$ cat src/ccsr_pkg.sv
// Package for the converter configuration and status register slice
package ccsr_pkg;

  localparam int CCSR_ADDR_W = 15;
  localparam int CCSR_DATA_W = 8;

  // Byte addresses of the register map (multi-byte registers span upward)
  localparam logic [14:0] CCSR_EDGE_POS_BASE = 15'h002c;
  localparam logic [14:0] CCSR_FS_CODE_BASE = 15'h0030;
  localparam logic [14:0] CCSR_PWR_MODE_ADDR = 15'h0037;
  localparam logic [14:0] CCSR_TIMESTAMP_INPUT_CONTROL_ADDR = 15'h003b;
  localparam logic [14:0] CCSR_REFO_CTRL_ADDR = 15'h003c;

  // Reset values
  localparam logic [23:0] CCSR_EDGE_POS_RST = 24'h00_0000;
  localparam logic [15:0] CCSR_FS_CODE_RST = 16'ha000;
  localparam logic [7:0] CCSR_PWR_MODE_RST = 8'h4b;
  localparam logic [7:0] CCSR_TIMESTAMP_INPUT_CONTROL_RST = 8'h00;
  localparam logic [7:0] CCSR_REFO_CTRL_RST = 8'h01;

  // Power mode codes
  localparam logic [7:0] CCSR_PWR_LOW = 8'h46;
  localparam logic [7:0] CCSR_PWR_HIGH = 8'h4b;

  // Field positions
  localparam int CCSR_TIMESTAMP_INPUT_RECV_BIT = 0;
  localparam int CCSR_TIMESTAMP_INPUT_PECL_BIT = 1;
  localparam int CCSR_REFO_ON_BIT = 0;

  // One register access from the serial control port
  typedef struct packed {
    logic wr;
    logic rd;
    logic [14:0] addr;
    logic [7:0] wdata;
  } ccsr_req_t;

  // Analog-facing control bundle
  typedef struct packed {
    logic [15:0] full_scale_code;
    logic [7:0] power_mode_code;
    logic power_mode_low;
    logic timestamp_receiver_on;
    logic timestamp_pecl_mode;
    logic reference_output_on;
  } ccsr_ctrl_t;

endpackage

$ cat src/ccsr_regs.sv
// Configuration and status register bank behind the serial control port
`timescale 1ns/1ps
`default_nettype none

module ccsr_regs (
  input wire logic mclk,
  input wire logic reset,
  input wire ccsr_pkg::ccsr_req_t req,
  input wire logic [23:0] edge_pos_sample,
  input wire logic edge_pos_valid,
  input wire logic pll_enabled,
  output var logic [7:0] rdata,
  output var logic rvalid,
  output var ccsr_pkg::ccsr_ctrl_t ctrl,
  output var logic [23:0] ref_edge_position,
  output var logic reference_output_run
);
  import ccsr_pkg::*;

  logic [23:0] edge_pos_r;
  logic [15:0] fs_code_r;
  logic [7:0] pwr_mode_r;
  logic [7:0] timestamp_input_control_r;
  logic [7:0] refo_ctrl_r;
  logic [7:0] rdata_nxt;
  logic [1:0] pll_sync_r;

  // Address hit within a multi-byte register; returns byte lane or 'hf
  function automatic logic [3:0] lane(input logic [14:0] a, input logic [14:0] base,
                                      input int n);
    logic [14:0] d;
    d = a - base;
    if (a >= base && d < 15'(n)) begin
      return d[3:0];
    end
    return 4'hf;
  endfunction

  // Edge position comes only from the detector, never from the port
  always_ff @(posedge mclk) begin
    if (reset) begin
      edge_pos_r <= CCSR_EDGE_POS_RST;
    end else if (edge_pos_valid) begin
      edge_pos_r <= edge_pos_sample;
    end
  end

  always_ff @(posedge mclk) begin
    if (reset) begin
      fs_code_r <= CCSR_FS_CODE_RST;
    end else if (req.wr) begin
      if (lane(req.addr, CCSR_FS_CODE_BASE, 2) == 4'h0) begin
        fs_code_r[7:0] <= req.wdata;
      end else if (lane(req.addr, CCSR_FS_CODE_BASE, 2) == 4'h1) begin
        fs_code_r[15:8] <= req.wdata;
      end
    end
  end

  // Reserved codes are stored as written; the analog side sees them as high performance
  always_ff @(posedge mclk) begin
    if (reset) begin
      pwr_mode_r <= CCSR_PWR_MODE_RST;
    end else if (req.wr && req.addr == CCSR_PWR_MODE_ADDR) begin
      pwr_mode_r <= req.wdata;
    end
  end

  // Reserved bits are kept as written so readback matches what software wrote
  always_ff @(posedge mclk) begin
    if (reset) begin
      timestamp_input_control_r <= CCSR_TIMESTAMP_INPUT_CONTROL_RST;
    end else if (req.wr && req.addr == CCSR_TIMESTAMP_INPUT_CONTROL_ADDR) begin
      timestamp_input_control_r <= req.wdata;
    end
  end

  always_ff @(posedge mclk) begin
    if (reset) begin
      refo_ctrl_r <= CCSR_REFO_CTRL_RST;
    end else if (req.wr && req.addr == CCSR_REFO_CTRL_ADDR) begin
      refo_ctrl_r <= req.wdata;
    end
  end

  // PLL enable state arrives from the analog domain
  always_ff @(posedge mclk) begin
    if (reset) begin
      pll_sync_r <= 2'b00;
    end else begin
      pll_sync_r <= {pll_sync_r[0], pll_enabled};
    end
  end

  always_comb begin
    rdata_nxt = 8'h00;
    if (lane(req.addr, CCSR_EDGE_POS_BASE, 3) != 4'hf) begin
      rdata_nxt = edge_pos_r[8*lane(req.addr, CCSR_EDGE_POS_BASE, 3) +: 8];
    end else if (lane(req.addr, CCSR_FS_CODE_BASE, 2) != 4'hf) begin
      rdata_nxt = fs_code_r[8*lane(req.addr, CCSR_FS_CODE_BASE, 2) +: 8];
    end else if (req.addr == CCSR_PWR_MODE_ADDR) begin
      rdata_nxt = pwr_mode_r;
    end else if (req.addr == CCSR_TIMESTAMP_INPUT_CONTROL_ADDR) begin
      rdata_nxt = timestamp_input_control_r;
    end else if (req.addr == CCSR_REFO_CTRL_ADDR) begin
      rdata_nxt = refo_ctrl_r;
    end
  end

  always_ff @(posedge mclk) begin
    if (reset) begin
      rdata <= 8'h00;
      rvalid <= 1'b0;
    end else begin
      rvalid <= req.rd;
      if (req.rd) begin
        rdata <= rdata_nxt;
      end
    end
  end

  always_ff @(posedge mclk) begin
    if (reset) begin
      ctrl <= '{full_scale_code: CCSR_FS_CODE_RST, power_mode_code: CCSR_PWR_MODE_RST,
                power_mode_low: 1'b0, timestamp_receiver_on: 1'b0,
                timestamp_pecl_mode: 1'b0, reference_output_on: 1'b1};
      ref_edge_position <= CCSR_EDGE_POS_RST;
      reference_output_run <= 1'b0;
    end else begin
      ctrl.full_scale_code <= fs_code_r;
      ctrl.power_mode_code <= pwr_mode_r;
      ctrl.power_mode_low <= (pwr_mode_r == CCSR_PWR_LOW);
      ctrl.timestamp_receiver_on <= timestamp_input_control_r[CCSR_TIMESTAMP_INPUT_RECV_BIT];
      ctrl.timestamp_pecl_mode <= timestamp_input_control_r[CCSR_TIMESTAMP_INPUT_PECL_BIT];
      ctrl.reference_output_on <= refo_ctrl_r[CCSR_REFO_ON_BIT];
      ref_edge_position <= edge_pos_r;
      reference_output_run <= refo_ctrl_r[CCSR_REFO_ON_BIT] & pll_sync_r[1];
    end
  end

  property p_edge_hold;
    @(posedge mclk) disable iff (reset) !edge_pos_valid |=> $stable(edge_pos_r);
  endproperty
  a_edge_hold: assert property (p_edge_hold) else $error("edge position changed");

  property p_edge_load;
    @(posedge mclk) disable iff (reset)
      edge_pos_valid |=> ##1 ref_edge_position == $past(edge_pos_sample, 2);
  endproperty
  a_edge_load: assert property (p_edge_load) else $error("edge position not captured");

  property p_fs_reset;
    @(posedge mclk) $fell(reset) |->
      fs_code_r == CCSR_FS_CODE_RST && ctrl.full_scale_code == CCSR_FS_CODE_RST;
  endproperty
  a_fs_reset: assert property (p_fs_reset) else $error("full scale reset wrong");

  property p_fs_low_write;
    @(posedge mclk) disable iff (reset)
      req.wr && req.addr == CCSR_FS_CODE_BASE |=> fs_code_r[7:0] == $past(req.wdata)
        ##1 ctrl.full_scale_code[7:0] == $past(req.wdata, 2);
  endproperty
  a_fs_low_write: assert property (p_fs_low_write) else $error("full scale write lost");

  property p_fs_high_write;
    @(posedge mclk) disable iff (reset)
      req.wr && req.addr == CCSR_FS_CODE_BASE + 15'h0001 |=> ##1
        ctrl.full_scale_code[15:8] == $past(req.wdata, 2);
  endproperty
  a_fs_high_write: assert property (p_fs_high_write) else $error("full scale high lost");

  property p_pwr_low;
    @(posedge mclk) disable iff (reset)
      req.wr && req.addr == CCSR_PWR_MODE_ADDR && req.wdata == CCSR_PWR_LOW |=> ##1
        ctrl.power_mode_low;
  endproperty
  a_pwr_low: assert property (p_pwr_low) else $error("low power not selected");

  property p_pwr_high;
    @(posedge mclk) disable iff (reset)
      req.wr && req.addr == CCSR_PWR_MODE_ADDR && req.wdata != CCSR_PWR_LOW |=> ##1
        !ctrl.power_mode_low && ctrl.power_mode_code == $past(req.wdata, 2);
  endproperty
  a_pwr_high: assert property (p_pwr_high) else $error("power code not applied");

  property p_pwr_reset;
    @(posedge mclk) $fell(reset) |-> pwr_mode_r == CCSR_PWR_MODE_RST && !ctrl.power_mode_low;
  endproperty
  a_pwr_reset: assert property (p_pwr_reset) else $error("power mode reset wrong");

  property p_timestamp_input;
    @(posedge mclk) disable iff (reset)
      req.wr && req.addr == CCSR_TIMESTAMP_INPUT_CONTROL_ADDR |=> ##1
        ctrl.timestamp_receiver_on == $past(req.wdata[CCSR_TIMESTAMP_INPUT_RECV_BIT], 2);
  endproperty
  a_timestamp_input: assert property (p_timestamp_input) else $error("receiver enable wrong");

  property p_pecl;
    @(posedge mclk) disable iff (reset)
      req.wr && req.addr == CCSR_TIMESTAMP_INPUT_CONTROL_ADDR |=> ##1
        ctrl.timestamp_pecl_mode == $past(req.wdata[CCSR_TIMESTAMP_INPUT_PECL_BIT], 2);
  endproperty
  a_pecl: assert property (p_pecl) else $error("pecl mode wrong");

  // The output runs exactly when it is switched on and the synchronised PLL enable is high
  property p_refo;
    @(posedge mclk) disable iff (reset)
      reference_output_run == (ctrl.reference_output_on && $past(pll_sync_r[1]));
  endproperty
  a_refo: assert property (p_refo) else $error("reference output gating wrong");

  property p_refo_reset;
    @(posedge mclk) $fell(reset) |-> refo_ctrl_r == CCSR_REFO_CTRL_RST && ctrl.reference_output_on;
  endproperty
  a_refo_reset: assert property (p_refo_reset) else $error("reference output reset wrong");

  c_read: cover property (@(posedge mclk) disable iff (reset) req.rd ##1 rvalid);
  c_low: cover property (@(posedge mclk) disable iff (reset) ctrl.power_mode_low);
  c_edge: cover property (@(posedge mclk) disable iff (reset) edge_pos_valid);
  c_refo: cover property (@(posedge mclk) disable iff (reset) reference_output_run);

endmodule

`default_nettype wire

$ cat config.mk
export PLATFORM = sky130hd
export DESIGN_NAME = ccsr_regs
export DESIGN_NICKNAME = d
export VERILOG_FILES = /design/src/ccsr_pkg.sv /design/src/ccsr_regs.sv
export SDC_FILE = /design/constraint.sdc
export NUM_CORES = 1
export LEC_CHECK = 0
export BUFFER_PORTS_ARGS = -buffer_cell sky130_fd_sc_hd__buf_2
export CORE_ASPECT_RATIO = 0.8
export CORE_MARGIN = 2
export CORE_UTILIZATION = 43
export DETAILED_ROUTE_END_ITERATION = 8
export PLACE_DENSITY = 0.65
export SLEW_MARGIN = 20
export SYNTH_ARGS = -nofsm -noshare
export SYNTH_HDL_FRONTEND = slang
export SYNTH_SLANG_ARGS = --single-unit
$ cat constraint.sdc
create_clock -name mclk -period 2.88 [get_ports mclk]
set_clock_uncertainty 0.2 [all_clocks]
set_input_delay 0.144 -clock mclk [delete_from_list [all_inputs] [get_ports mclk]]
set_output_delay 0.144 -clock mclk [all_outputs]
set_load 0.03 [all_outputs]
==> reports/qor.yml <==
power_switching_w: 0.000956
die-area_um2: 13400
rsz0062_at_grt: "no"
synth_edf_count: 0
ant_nets: 0
num_io_pins: 115
rr_worst_depth: 6
period_share_pct: 82.3
cts_tree: "built"
area_growth_pct: 31.9
slew_violations: 0
clk_pin_slew_ns: 0.05
drv_cap: 0
die_h_um: 104
layout_commonest_cell: "dfxtp_1"
layout_min_cycle_time_ns: 2.37
final_net_count: 760
fillerInstances: 1060
avgSynthCellArea_um2: 9.75
end_kind: "flop"
combPwrFrac_pct: 7.7
grt_max_degree: 82
synthFlopType: "dfxtp_1"
multi_input_area_um2: 2570
grt_pass1_vias: 4334
core_area_um2: 12200
r2r-end: "rdata[6]$_SDFFE_PP0P_"
clock_power_share_pct: 50.1
place.gp.congestion: 0.896
wl_um: 13900
placement.io_buffers: 114
whs_endpoint: "refo_ctrl_r[6]$_SDFFE_PP0P_"
worstPathRequired_ns: 2.97
vias: 4471
grt_overflow_total: 0
htree_levels: 4
drc: 0
path_max_fanout: 7
worst_setup_path_start_kind: "input port"
clock-sinks: 128
diodes: 0
synthCells: 550
grt_first_pass_wirelength_um: 22300
root_buffer: "clkbuf_16"
finalHoldViolations: 0
ff_latch_area_um2: 2560
place_ws_ns: 0.124
r2r-start: "timestamp_input_control_r[6]$_SDFFE_PP0P_"
detail_route.wl_per_cell_um: 16.0
power_frac_seq_pct: 42.2
layout_common_cells: "dfxtp_1 (128), buf_2 (113), mux2i_1 (77)"
swShare_pct: 22.1
p_per_area_nw_per_um2: 612
postCtsSetupRepairBufs: 0
max_freq_ghz: 0.422
first_iter_violations: 333
rrSetupSlack_ns: 1.21
antenna_found_initial: 0
synth_area_leader_cell: "dfxtp_1"
layout-drive-gt1-share_pct: 25.8
yosysSeqAreaShare_pct: 47.8
ys_top_cells_by_area: "dfxtp_1 (48%), mux2i_1 (14%), nor2_1 (5.2%), nor2b_1 (4.9%), clkbuf_1 (1.8%)"
setup_viol: 0
tightest_slew_ns: 0.775
hold_path_depth: 4
netlist.area_leader.share_pct: 47.8
power_leakage_nw: 3.33
tns_ns: 0
clk_latency_ns: 0.41
vias_per_cell: 5.16
hpwl_um: 9830
min-delay-start: "req[24]"
synthArstFlopShare_pct: 0
rows: 36
grt_usage_pct: 21.2
status: "completed"
die_w_um: 129
initial_core_util_pct: 44.1
vdd.ir_drop.worst_v: 0.000557
cts_buffers: 17
hold_class: "in2reg"
synth-seq-cells: 128
ys_warn_count: 0
layout_setup_ws_ns: 0.509
synth_cell_types: 52
cp.arrival_ns: 2.46
intPower_w: 0.00337
worst_slew_margin_rel_pct: 48.4
power_w: 0.00433
criticalPathCategory: "in2reg"
clockBufferDepth: 2
synth_area_um2: 5370
synth_fp_nets: 609
drt-pass1-iter-count: 5
## final cells by class
cell class	count	area share, %
Tap cell	152	2.69
Clock buffer	22	6.70
Timing Repair Buffer	169	15.2
Inverter	18	0.955
Sequential cell	128	36.2
Clock inverter	10	1.89
Multi-Input combinational cell	367	36.3
## critical path: stages
cell and delay (ns):
buf_2 0.12, or4_1 0.66, a211oi_1 0.30, xor2_1 0.11, nor4b_2 0.40, buf_4 0.22, a21oi_1 0.13, a221o_1 0.38
## sequential cells by signal, indices dropped and copies added, names as in the netlist
register                   flops
reference_output_run           1
fs_code_r                     16
ref_edge_position             24
timestamp_input_control_r      8
refo_ctrl_r                    8
rdata                          8
rvalid                         1
edge_pos_r                    24
pll_sync_r                     2
ctrl                          28
pwr_mode_r                     8
## repair_timing
action / 4_1_cts / 5_1_grt
gates resized for setup: 0 / 0
endpoints found under the hold margin: 60 / 0
hold buffers: 37 / 0
## per-layer routing
layer	global-route usage [%]	wire length, um	part of all wire (%)
met1	30.8	6700	48
met2	31.3	6200	45
met3	4.32	755	5.4
met4	7.38	233	1.7
met5	0	0	0
## synthesized netlist by cell type, drive strengths merged, types with 3 or more instances
cell type and n:
or2 7, a21oi 16, clkbuf 26, and2 3
ha 6, buf 11, nor3b 9, o21ai 8
nor4 9, mux2 6, nor4b 3, nor2 75
xor2 3, nand2b 15, dfxtp 128, nor3 4
or4 3, or3 3, a41oi 4, a21o 10
inv 18, nand3 16, a211o 7, nand2 13
a221o 4, mux2i 77, nor2b 42, o31ai 5
## power groups by stage
stage	registers [W]	clock network [W]	logic, W
2_1_floorplan	0.00189	0	0.000159
6_report	0.00183	0.00217	0.000333
3_3_place_gp	0.00186	0	0.000287
3_5_place_dp	0.00186	0	0.000289
4_1_cts	0.00183	0.00220	0.000331
5_1_grt	0.00183	0.00228	0.000363
## worst max path at each step
stage / from / to / slack [ns] / depth (start not counted)
after floorplan: req[15] / fs_code_r[5]$_SDFFE_PP0P_ / 0.28 / 9
after global placement: req[12] / rdata[6]$_SDFFE_PP0P_ / 0.08 / 10
after detailed placement: req[19] / rdata[6]$_SDFFE_PP0P_ / 0.12 / 8
after CTS: req[19] / rdata[6]$_SDFFE_PP0P_ / 0.55 / 8
after global routing: req[12] / rdata[6]$_SDFFE_PP0P_ / 0.39 / 10
final: req[19] / rdata[6]$_SDFFE_PP0P_ / 0.51 / 8
## metrics by stage
step | cells | hold slack [ns] | util (%) | instance area (um2)
final | 866 | 0.0319 | 58.2 | 7070
after global placement | 797 | 0.177 | 50.1 | 6100
after global routing | 866 | 0.0650 | 58.2 | 7070
after detailed placement | 797 | 0.187 | 50.1 | 6100
after floorplan | 550 | 0.0722 | - | 5370
after CTS | 866 | 0.00709 | 58.2 | 7070
## cell families (layout without fill, tap and decap cells)
group / after synthesis / after routing / share of synthesized area (%)
muxes: 83 / 83 / 15.8
buffers and inverters: 55 / 219 / 4.38
AOI/OAI and AO/OA: 63 / 63 / 8.33
DFF: 128 / 128 / 47.8
xor gates and xnor gates: 3 / 3 / 0.490
and+or+nand+nor: 212 / 212 / 21.9
adders and majority gates: 6 / 6 / 1.40
No activity file was read; power rests on OpenSTA's default activity.
